--- config.mk ---
export PLATFORM = sky130hd
export DESIGN_NAME = bhp_port
export DESIGN_NICKNAME = d
export VERILOG_FILES = /design/src/bhp_pkg.sv /design/src/bhp_port.sv
export SDC_FILE = /design/constraint.sdc
export NUM_CORES = 1
export LEC_CHECK = 0
export BUFFER_PORTS_ARGS = -buffer_cell sky130_fd_sc_hd__buf_2
export CORE_ASPECT_RATIO = 0.75
export CORE_MARGIN = 4
export CORE_UTILIZATION = 53
export CTS_BUF_LIST = sky130_fd_sc_hd__clkbuf_4
export DETAILED_ROUTE_END_ITERATION = 10
export PLACE_DENSITY = 0.76
export SLEW_MARGIN = 40
export SYNTH_ARGS = -nofsm -noshare
export SYNTH_HDL_FRONTEND = slang
export SYNTH_SLANG_ARGS = --single-unit
--- constraint.sdc ---
create_clock -name CLK_SYS_I -period 5.15 [get_ports CLK_SYS_I]
set_input_delay 0.2575 -clock CLK_SYS_I [delete_from_list [all_inputs] [get_ports CLK_SYS_I]]
set_output_delay 0.2575 -clock CLK_SYS_I [all_outputs]
set_load 0.01 [all_outputs]
--- src/bhp_pkg.sv ---
// Package for the bidirectional 16-bit handshake port
package bhp_pkg;
  // ******************************
  // Register byte offsets
  // ******************************
  localparam logic [7:0] ADDR_GEN_CTRL  = 8'h00;
  localparam logic [7:0] ADDR_SVC_SEL   = 8'h04;
  localparam logic [7:0] ADDR_PA_CTRL   = 8'h18;
  localparam logic [7:0] ADDR_PB_CTRL   = 8'h1c;
  localparam logic [7:0] ADDR_PA_DATA   = 8'h20;
  localparam logic [7:0] ADDR_PB_DATA   = 8'h24;
  localparam logic [7:0] ADDR_STATUS    = 8'h34;
  // ******************************
  // Field positions and field values
  // ******************************
  localparam int GC_MODE_HI   = 7;
  localparam int GC_MODE_LO   = 6;
  localparam int GC_IN_EN     = 5;
  localparam int GC_OUT_EN    = 4;
  localparam int GC_SENSE_IRD = 3;
  localparam int GC_SENSE_ISTB = 2;
  localparam int GC_SENSE_ORD = 1;
  localparam int GC_SENSE_ACK = 0;
  localparam int CR_PULSED    = 3;
  localparam int CR_RDY_IE    = 2;
  localparam int CR_SVC_EN    = 1;
  localparam int CR_ACK_STCTL = 0;
  localparam int SS_HI        = 6;
  localparam int SS_LO        = 5;
  localparam logic [1:0] MODE_BIDIR16 = 2'h3;
  localparam logic [1:0] SVC_DMA_ACK  = 2'h2;
  localparam logic [1:0] SVC_DMA_STB  = 2'h3;
  // ******************************
  // Reset values and counts
  // ******************************
  localparam logic [7:0] RST_REG      = 8'h00;
  localparam int         PULSE_CYCLES = 4;
  localparam logic [2:0] PULSE_LEN    = 3'h4;
  typedef enum logic [1:0] {
    BHP_EMPTY,
    BHP_ONE,
    BHP_TWO
  } bhp_fill_t;
endpackage

--- src/bhp_port.sv ---
// Bidirectional 16-bit double-buffered handshake port with Wishbone slave
// ******************************
// Notes on behaviour
// ******************************
// Notes on behaviour
// Both bytes form one double-buffered 16-bit path; two handshake pairs
// Output pair gated by output enable bit, input pair by input enable bit
// Acknowledge level alone sets direction; submode fields unused
// Drivers on while acknowledge negated, off if asserted; edges still act
// Peripheral negates acknowledge on ready, asserts it once data taken
// Strobe asserted edge captures sixteen pins into input latches
// Strobe status is one while unread input data is held
// Interlocked in-ready on while room, off after strobe; others ignored
// Pulsed input ready lasts at most four cycles, cut by new strobe
// Input ready status reads zero; input ready held off when pair disabled
// Written data enters output latch; acknowledge moves next word down
// Port A control bit 0: ack status means room, or both latches empty
// Interlocked output ready on while data waits, off after acknowledge
// Pulsed output ready at most four cycles; status zero; off if disabled
// Port A control bit 3 picks interlocked or pulsed output handshake
// Port B control bit 3 picks interlocked or pulsed input handshake
// Control bit 2 enables ready interrupt on each port
// Port A control bit 1 enables acknowledge interrupt and DMA request
// Port B control bit 1 enables strobe interrupt and DMA request
// Port A write is held until port B write moves both bytes
// Sequencing keyed to port B data access; master accesses A first
// DMA request serves one direction only; reads give final input latch
// Mode field bits 7:6 equal to 11 selects this mode
// General control bits 3:0 set sense of each handshake pin
// Select 10 binds DMA to acknowledge, 11 to strobe, without interrupt
// Handshake inputs synchronised, asserted edges detected before acting
//
// Register access over Wishbone and the register addresses were decided locally.
`timescale 1ns/1ps
module bhp_port (
  // Clock, reset, enable
  input  wire logic        CLK_SYS_I,
  input  wire logic        SYS_RST_I,
  input  wire logic        CLK_EN_I,
  // Wishbone slave
  input  wire logic        WB_CYC_I,
  input  wire logic        WB_STB_I,
  input  wire logic        WB_WE_I,
  input  wire logic [7:0]  WB_ADR_I,
  input  wire logic [3:0]  WB_SEL_I,
  input  wire logic [31:0] WB_DAT_I,
  output logic      [31:0] WB_DAT_O,
  output logic             WB_ACK_O,
  // Handshake pins
  input  wire logic        OUT_ACK_IN_I,
  input  wire logic        IN_STROBE_PIN_I,
  output logic             OUT_READY_PIN_O,
  output logic             IN_READY_PIN_O,
  // Port data pins
  input  wire logic [15:0] PORT_DATA_I,
  output logic      [15:0] PORT_DATA_O,
  output logic      [15:0] PORT_DATA_OE_O,
  // Service requests
  output logic             DMA_REQUEST_PIN_O,
  output logic             PORT_IRQ_O
);
  import bhp_pkg::*;

  // ******************************
  // Input synchronisers
  // ******************************
  logic [1:0]  ack_s_q, stb_s_q;
  logic [1:0]  ack_s_d, stb_s_d;
  logic [15:0] pin_s1_q, pin_s2_q;
  logic        ack_prev_q, stb_prev_q;
  // Only the second stage feeds logic; the first may still be settling
  logic        ack_act, stb_act;

  always_comb begin
    ack_s_d = {ack_s_q[0], OUT_ACK_IN_I};
    stb_s_d = {stb_s_q[0], IN_STROBE_PIN_I};
  end

  always_ff @(posedge CLK_SYS_I or posedge SYS_RST_I) begin
    if (SYS_RST_I) begin
      ack_s_q    <= 2'h0;
      stb_s_q    <= 2'h0;
      pin_s1_q   <= 16'h0000;
      pin_s2_q   <= 16'h0000;
      ack_prev_q <= 1'b0;
      stb_prev_q <= 1'b0;
    end else if (CLK_EN_I) begin
      ack_s_q    <= ack_s_d;
      stb_s_q    <= stb_s_d;
      pin_s1_q   <= PORT_DATA_I;
      pin_s2_q   <= pin_s1_q;
      ack_prev_q <= ack_act;
      stb_prev_q <= stb_act;
    end
  end

  // ******************************
  // Registers and state
  // ******************************
  logic [7:0]  gen_q, gen_d, svc_q, svc_d, pac_q, pac_d, pbc_q, pbc_d;
  logic [7:0]  tmp_hi_q, tmp_hi_d;
  logic [15:0] ol_q [2];
  logic [15:0] ol_d [2];
  logic [15:0] il_q [2];
  logic [15:0] il_d [2];
  bhp_fill_t   ocnt_q, ocnt_d, icnt_q, icnt_d;
  logic        ord_q, ord_d, ird_q, ird_d;
  logic [2:0]  opl_q, opl_d, ipl_q, ipl_d;
  logic        ack_q, ack_d;
  logic [31:0] rdat_q, rdat_d;
  logic        ack_irq_q, ack_irq_d, stb_irq_q, stb_irq_d;

  logic        ack_edge, stb_edge, o_arm, i_arm;
  logic        mode3, oen, ien, req, wr_b, rd_b;
  logic        dma_ack, dma_stb, ack_st, stb_st, o_room, i_room;
  logic        ord_on, ird_on;

  // Sense bit 1 means high is asserted, 0 means low is asserted
  function automatic logic sense(input logic lvl, input logic hi_act);
    sense = hi_act ? lvl : ~lvl;
  endfunction

  always_comb begin
    ack_act  = sense(ack_s_q[1], gen_q[GC_SENSE_ACK]);
    stb_act  = sense(stb_s_q[1], gen_q[GC_SENSE_ISTB]);
    mode3    = gen_q[GC_MODE_HI:GC_MODE_LO] == MODE_BIDIR16;
    oen      = mode3 & gen_q[GC_OUT_EN];
    ien      = mode3 & gen_q[GC_IN_EN];
    // A spent pulse stays armed: edges after its leading edge still count
    o_arm    = ord_q | (pac_q[CR_PULSED] & (opl_q == 3'h1));
    i_arm    = ird_q | (pbc_q[CR_PULSED] & (ipl_q == 3'h1));
    // Other edges are dropped while the matching ready is negated
    ack_edge = oen & ack_act & ~ack_prev_q & o_arm;
    stb_edge = ien & stb_act & ~stb_prev_q & i_arm;
    req      = WB_CYC_I & WB_STB_I & ~ack_q;
    wr_b     = req & WB_WE_I & (WB_ADR_I == ADDR_PB_DATA) & WB_SEL_I[0];
    rd_b     = req & ~WB_WE_I & (WB_ADR_I == ADDR_PB_DATA);
    o_room   = ocnt_q != BHP_TWO;
    i_room   = icnt_q != BHP_TWO;

    ack_st   = pac_q[CR_ACK_STCTL] ? (ocnt_q == BHP_EMPTY) : o_room;
    stb_st   = icnt_q != BHP_EMPTY;
    dma_ack  = svc_q[SS_HI:SS_LO] == SVC_DMA_ACK;
    dma_stb  = svc_q[SS_HI:SS_LO] == SVC_DMA_STB;
  end

  // ******************************
  // Double-buffered data paths
  // ******************************
  always_comb begin
    ol_d   = ol_q;
    il_d   = il_q;
    ocnt_d = ocnt_q;
    icnt_d = icnt_q;
    // acknowledge frees the final latch, next word moves down
    if (ack_edge) begin
      ol_d[0] = ol_q[1];
      ocnt_d  = (ocnt_q == BHP_TWO) ? BHP_ONE : BHP_EMPTY;
    end
    // port B write moves both bytes; full buffer drops the word
    if (wr_b && mode3 && ocnt_d != BHP_TWO) begin
      if (ocnt_d == BHP_EMPTY) begin
        ol_d[0] = {tmp_hi_q, WB_DAT_I[7:0]};
        ocnt_d  = BHP_ONE;
      end else begin
        ol_d[1] = {tmp_hi_q, WB_DAT_I[7:0]};
        ocnt_d  = BHP_TWO;
      end
    end
    // reading port B consumes the final input latch
    if (rd_b && mode3 && icnt_q != BHP_EMPTY) begin
      il_d[0] = il_q[1];
      icnt_d  = (icnt_q == BHP_TWO) ? BHP_ONE : BHP_EMPTY;
    end
    // strobe edge captures pins into final or initial latch
    if (stb_edge) begin
      if (icnt_d == BHP_EMPTY) begin
        il_d[0] = pin_s2_q;
        icnt_d  = BHP_ONE;
      end else begin
        il_d[1] = pin_s2_q;
        icnt_d  = BHP_TWO;
      end
    end
  end

  // ******************************
  // Handshake ready outputs
  // ******************************
  always_comb begin
    ord_on = oen & (ocnt_d != BHP_EMPTY);
    ird_on = ien & (icnt_d != BHP_TWO);
    ord_d  = ord_q;
    opl_d  = opl_q;
    ird_d  = ird_q;
    ipl_d  = ipl_q;
    // negate after edge, reassert once ready again
    if (!oen || ack_edge) begin
      ord_d = 1'b0;
      opl_d = 3'h0;
    end else if (!ord_q && ord_on && opl_q == 3'h0) begin
      ord_d = 1'b1;
      opl_d = PULSE_LEN;
    end else if (ord_q && pac_q[CR_PULSED]) begin
      // The last cycle leaves the count at one: spent, not rearmed
      opl_d = (opl_q == 3'h1) ? 3'h1 : opl_q - 3'h1;
      ord_d = opl_q != 3'h1;
    end else if (!ord_q && !pac_q[CR_PULSED]) begin
      opl_d = 3'h0;
    end
    // Pulsed mode keeps a spent pulse off until an edge rearms it
    if (!oen || ack_edge) begin
      opl_d = 3'h0;
    end else if (!ord_q && pac_q[CR_PULSED] && opl_q == 3'h1) begin
      opl_d = 3'h1;
    end
    // input side mirrors the output side
    if (!ien || stb_edge) begin
      ird_d = 1'b0;
      ipl_d = 3'h0;
    end else if (!ird_q && ird_on && ipl_q == 3'h0) begin
      ird_d = 1'b1;
      ipl_d = PULSE_LEN;
    end else if (ird_q && pbc_q[CR_PULSED]) begin
      ipl_d = (ipl_q == 3'h1) ? 3'h1 : ipl_q - 3'h1;
      ird_d = ipl_q != 3'h1;
    end else if (!ird_q && !pbc_q[CR_PULSED]) begin
      ipl_d = 3'h0;
    end
    if (ird_q && !pbc_q[CR_PULSED] && !ird_on) begin
      ird_d = 1'b0;
    end
  end

  // ******************************
  // Wishbone register access
  // ******************************
  always_comb begin
    gen_d     = gen_q;
    svc_d     = svc_q;
    pac_d     = pac_q;
    pbc_d     = pbc_q;
    tmp_hi_d  = tmp_hi_q;
    // Registered ack: the access lands one edge before ack is seen
    ack_d     = req;
    rdat_d    = 32'h0000_0000;
    ack_irq_d = ack_irq_q | (ack_edge & ~dma_ack);
    stb_irq_d = stb_irq_q | (stb_edge & ~dma_stb);
    if (req && WB_WE_I && WB_SEL_I[0]) begin
      if (WB_ADR_I == ADDR_GEN_CTRL) begin
        gen_d = WB_DAT_I[7:0];
      end else if (WB_ADR_I == ADDR_SVC_SEL) begin
        svc_d = {1'b0, WB_DAT_I[6:0]};
      end else if (WB_ADR_I == ADDR_PA_CTRL) begin
        pac_d = WB_DAT_I[7:0];
      end else if (WB_ADR_I == ADDR_PB_CTRL) begin
        pbc_d = WB_DAT_I[7:0];
      end else if (WB_ADR_I == ADDR_PA_DATA) begin
        tmp_hi_d = WB_DAT_I[7:0];
      end else if (WB_ADR_I == ADDR_STATUS) begin
        // Write one to clear; a fresh event wins over the clear
        ack_irq_d = (ack_irq_q & ~WB_DAT_I[0]) | (ack_edge & ~dma_ack);
        stb_irq_d = (stb_irq_q & ~WB_DAT_I[2]) | (stb_edge & ~dma_stb);
      end
    end
    if (req && !WB_WE_I) begin
      if (WB_ADR_I == ADDR_GEN_CTRL) begin
        rdat_d[7:0] = gen_q;
      end else if (WB_ADR_I == ADDR_SVC_SEL) begin
        rdat_d[7:0] = svc_q;
      end else if (WB_ADR_I == ADDR_PA_CTRL) begin
        rdat_d[7:0] = pac_q;
      end else if (WB_ADR_I == ADDR_PB_CTRL) begin
        rdat_d[7:0] = pbc_q;
      end else if (WB_ADR_I == ADDR_PA_DATA) begin
        rdat_d[7:0] = il_q[0][15:8];
      end else if (WB_ADR_I == ADDR_PB_DATA) begin
        rdat_d[7:0] = il_q[0][7:0];
      end else if (WB_ADR_I == ADDR_STATUS) begin
        // Ready status bits 1 and 3 always read zero
        rdat_d[7:0] = {4'h0, 1'b0, stb_st, 1'b0, ack_st};
      end
    end
  end

  always_ff @(posedge CLK_SYS_I or posedge SYS_RST_I) begin
    if (SYS_RST_I) begin
      gen_q     <= RST_REG;
      svc_q     <= RST_REG;
      pac_q     <= RST_REG;
      pbc_q     <= RST_REG;
      tmp_hi_q  <= RST_REG;
      ol_q      <= '{16'h0000, 16'h0000};
      il_q      <= '{16'h0000, 16'h0000};
      ocnt_q    <= BHP_EMPTY;
      icnt_q    <= BHP_EMPTY;
      ord_q     <= 1'b0;
      ird_q     <= 1'b0;
      opl_q     <= 3'h0;
      ipl_q     <= 3'h0;
      ack_q     <= 1'b0;
      rdat_q    <= 32'h0000_0000;
      ack_irq_q <= 1'b0;
      stb_irq_q <= 1'b0;
    end else if (CLK_EN_I) begin
      gen_q     <= gen_d;
      svc_q     <= svc_d;
      pac_q     <= pac_d;
      pbc_q     <= pbc_d;
      tmp_hi_q  <= tmp_hi_d;
      ol_q      <= ol_d;
      il_q      <= il_d;
      ocnt_q    <= ocnt_d;
      icnt_q    <= icnt_d;
      ord_q     <= ord_d;
      ird_q     <= ird_d;
      opl_q     <= opl_d;
      ipl_q     <= ipl_d;
      ack_q     <= ack_d;
      rdat_q    <= rdat_d;
      ack_irq_q <= ack_irq_d;
      stb_irq_q <= stb_irq_d;
    end
  end

  // ******************************
  // Registered pin outputs
  // ******************************
  logic        ordp_q, irdp_q, dma_q, irq_q;
  logic [15:0] pdo_q, poe_q;
  logic        dma_d, irq_d;

  always_comb begin
    // DMA request tracks output room or held input data of the bound direction
    dma_d = (dma_ack & pac_q[CR_SVC_EN] & oen & o_room)
          | (dma_stb & pbc_q[CR_SVC_EN] & ien & stb_st);
    irq_d = (ack_irq_q & pac_q[CR_SVC_EN] & ~dma_ack)
          | (stb_irq_q & pbc_q[CR_SVC_EN] & ~dma_stb)
          | (ord_q & pac_q[CR_RDY_IE])
          | (ird_q & pbc_q[CR_RDY_IE]);
  end

  always_ff @(posedge CLK_SYS_I or posedge SYS_RST_I) begin
    if (SYS_RST_I) begin
      // Ready pins show the negated level of the low-true reset sense
      ordp_q <= 1'b1;
      irdp_q <= 1'b1;
      pdo_q  <= 16'h0000;
      poe_q  <= 16'h0000;
      dma_q  <= 1'b0;
      irq_q  <= 1'b0;
    end else if (CLK_EN_I) begin
      // Ready pins carry one cycle of latency behind state
      ordp_q <= ord_q ~^ gen_q[GC_SENSE_ORD];
      irdp_q <= ird_q ~^ gen_q[GC_SENSE_IRD];
      pdo_q  <= ol_q[0];
      // acknowledge level alone sets direction
      // Drivers trail the pin by the two synchroniser flops and this one
      poe_q  <= {16{mode3 & ~ack_act}};
      dma_q  <= dma_d;
      irq_q  <= irq_d;
    end
  end

  always_comb begin
    WB_DAT_O          = rdat_q;
    WB_ACK_O          = ack_q;
    OUT_READY_PIN_O   = ordp_q;
    IN_READY_PIN_O    = irdp_q;
    PORT_DATA_O       = pdo_q;
    PORT_DATA_OE_O    = poe_q;
    DMA_REQUEST_PIN_O = dma_q;
    PORT_IRQ_O        = irq_q;
  end
endmodule

==> run_results.csv <==
group,metric,value,unit
synth,synth_top_area_share,51.5,%
synth,yosys.area.top_type,"dfrtp_1",
sta,min_period,2.69,ns
placed_design,gp_congestion,0.890,
cts,cts_sinks,185,
routing,drtPass1Iterations,6,
cts,root_buffer,"clkbuf_4",
setup_path,crit_required,5.63,ns
global_routing,met3_usage,4.33,%
sta,finalSetupViolCount,0,
floorplanning,chipWidth,158,um
global_routing,antenna_found_initial,1,
layout,fillCellCount,1260,
sta,tns,0,ns
synth,ys_types,74,
layout,multi_input_area,0.00381,mm2
synth,synth_area_leaders,"dfrtp_1 (51%), mux2_2 (15%), buf_4 (3.4%)",
routing,wl,20200,um
routing,drt_iter0_drc,596,
synth,ys_seq_area_share,52.1,%
cts,numCtsBuffers,17,
placed_design,io_buffer_count,85,
routing,vias_per_cell,6.03,
synth,ys_ff_latch,185,
cts,cts_tree,"yes",
flow_run,maxCapViolCount,0,
sta,maxSlewViolCount,0,
global_routing,grt_pass1_wl,32000,um
cts,cts_resized,0,
synth,synth_edf_count,0,
sta,maxSlewHeadroom,47.0,%
synth,ys.flop_type,"dfrtp_1",
synth,syn_area_per_cell,12.5,um2
global_routing,grt_use_met1,31.5,%
global_routing,grt_overflow_total,0,
outcome,outcome,"finished, final reports clean",
routing,via_count,6148,
setup_path,crit_type,"reg -> reg",
layout,drive_gt1_share,37.0,%
placed_design,post_dp_cell_area,0.00927,mm2
global_routing,grt_pass1_vias,6084,
layout,syn_to_final_growth,9.86,%
synth,yosys_warnings,0,
sta,rsz0062_at_grt,"false",
setup_path,cp-start-kind,"flip-flop",
layout,nNetsFinal,871,
placed_design,hpwlAfterDp,14000,um
floorplanning,io_pins,137,
cts,clock_latency,0.59,ns
floorplanning,die_area,0.0189,mm2
floorplanning,rows,40,
layout,design_area,0.00977,mm2
floorplanning,start_util,54.9,%
global_routing,met2_usage,33.0,%
synth,synthArstFlopShare,100,%
cts,htreeDepth,4,
global_routing,grt_max_degree,96,
routing,wire_per_inst,19.8,um
floorplanning,fp.dieH,120,um
sta,fmax,0.371,GHz
routing,remaining_drc_errors,0,
synth,synth_top_cells_by_count,"dfrtp_1 (183), mux2_2 (119), buf_4 (40)",
sta,final_hold_viol_count,0,
power,ir_worst_vdd,0.196,mV
global_routing,grt_usage,21.6,%
worst_hold_path,hold_class,"in -> reg",
global_routing,grt.busiest_layer,"met2",
power,p_per_area,249,mW/mm2
sta,worst_pin_slew,0.796,ns
setup_path,cp.arrival,3.17,ns
synth,yosysMostFrequentCell,"dfrtp_1",
setup_path,cp-end-kind,"flip-flop",
layout,ff_latch_area,0.00463,mm2
sta,skew,0.0206,ns
cts,clk_path_buf_depth,2,
sta,fin_crit_sh,52.3,%
routing,postRouteAntennaNets,0,
floorplanning,core_region_area,0.0162,mm2
setup_path,crit_fanout,17,
cts,clk_pin_slew,0.16,ns
synth,synthCells,714,
synth,syn_area,0.00890,mm2
power,leakagePower,4.66,nW
==> path summary, 6_finish.rpt <==
| check | from | endpoint | slack [ns] | cells after the start |
|---|---|---|---|---|
| worst max-delay path | ipl_q[1]$_DFFE_PP0P_ | il_q[10]$_DFFE_PP0P_ | 2.46 | 6 |
| worst min-delay path | WB_DAT_I[4] | gen_q[4]$_DFFE_PP0P_ | 0.06 | 2 |
| worst max register to register | ipl_q[1]$_DFFE_PP0P_ | il_q[10]$_DFFE_PP0P_ | 2.46 | 6 |
| worst min register to register | pin_s1_q[9]$_DFFE_PP0P_ | pin_s2_q[9]$_DFFE_PP0P_ | 0.52 | 1 |
| max in group asynchronous | SYS_RST_I | IN_READY_PIN_O$_DFFE_PP1P_ | 3.96 | 5 |
| min in group asynchronous | SYS_RST_I | pin_s2_q[9]$_DFFE_PP0P_ | 0.34 | 4 |
==> layout by cell type (no fill, tap or decap), types with 5 or more instances in the layout <==
master           n
conb_1          24
mux2_2         119
o2bb2ai_1        8
o21ai_0         16
ha_1             8
buf_4            5
a221o_1         21
and3_1          10
nor2b_1         18
dfrtp_1        183
o221ai_1         5
a21oi_1         19
dlygate4sd3_1   23
mux2i_1          7
clkbuf_4        17
or2_2           17
nor2_1          19
clkinvlp_4       7
o221a_2         16
nand3_1         12
nand2_1         24
mux2_4           9
nor3_1          15
inv_1           17
buf_2           84
==> sequential cells by signal, summed over array words and instances (netlist names), 2 cells and up <==
name and flops:
gen_q 8, pin_s1_q 16, il_q 32, ocnt_q 2, ack_s_q 2, pin_s2_q 16
svc_q 7, stb_s_q 2, WB_DAT_O 8, opl_q 3, tmp_hi_q 8, ol_q 32
ipl_q 3, pac_q 8, pbc_q 8, icnt_q 2, PORT_DATA_O 16
==> logic make-up (layout without fill, tap and decap cells) <==
family	Yosys count	after routing	synth area share, %
simple gates	153	153	10.3
buf+inv	94	165	6.16
other cells	1	25	0.0422
mux	135	135	17.4
flops	185	185	52.1
xor+xnor	6	6	0.591
fa+ha+maj	8	8	1.13
compound gates	132	132	12.3
==> metrics by stage <==
| stage | hold WS (ns) | total power, mW | util (%) | std cells | setup WS [ns] |
|---|---|---|---|---|---|
| 2_1_floorplan | 0.374 | 1.67 | - | 737 | 2.52 |
| 3_3_place_gp | 0.478 | 1.71 | 56.9 | 959 | 2.29 |
| 5_1_grt | 0.00447 | 2.53 | 60.3 | 1019 | 2.29 |
| 3_5_place_dp | 0.437 | 1.72 | 57.2 | 961 | 2.22 |
| 4_1_cts | 0.000580 | 2.45 | 60.0 | 1015 | 2.40 |
| 6_report | 0.0571 | 2.44 | 60.3 | 1019 | 2.46 |
==> layer usage <==
metal  up-vias  share of wire, %  wire [um]
met5         -                 0          0
li1       2757                 -          -
met3        31               8.0       1620
met1      3090                45       9070
met2       270                46       9190
met4         0               1.6        323
==> worst max-delay path, cell delays in order, from the launching register on <==
cell,delay (ns)
dfrtp_1,0.41
inv_1,0.10
ha_1,0.18
nand3b_1,0.17
a211oi_2,0.67
and3_2,0.66
mux2_2,0.40
==> layout make-up <==
class / instances / share of cell area, %
Sequential cell: 185 / 47.4
Multi-Input combinational cell: 458 / 39.0
Timing Repair Buffer: 115 / 7.64
Tap cell: 210 / 2.69
Clock buffer: 17 / 1.31
Clock inverter: 15 / 1.22
Inverter: 18 / 0.730
Antenna cell: 1 / 0.0256
==> power breakdown <==
part	total [mW]	switching (mW)	internal, mW	leakage, nW
logic	0.182	0.104	0.0780	2.06
clock network	0.727	0.528	0.198	0.119
registers	1.53	0.0334	1.49	2.48
==> timing repair <==
| action | in CTS | in global routing |
|---|---|---|
| hold endpoints to repair | 116 | 1 |
| setup buffers | 0 | 0 |
| hold buffers | 22 | 1 |
Power figures use the tool's default switching activity.
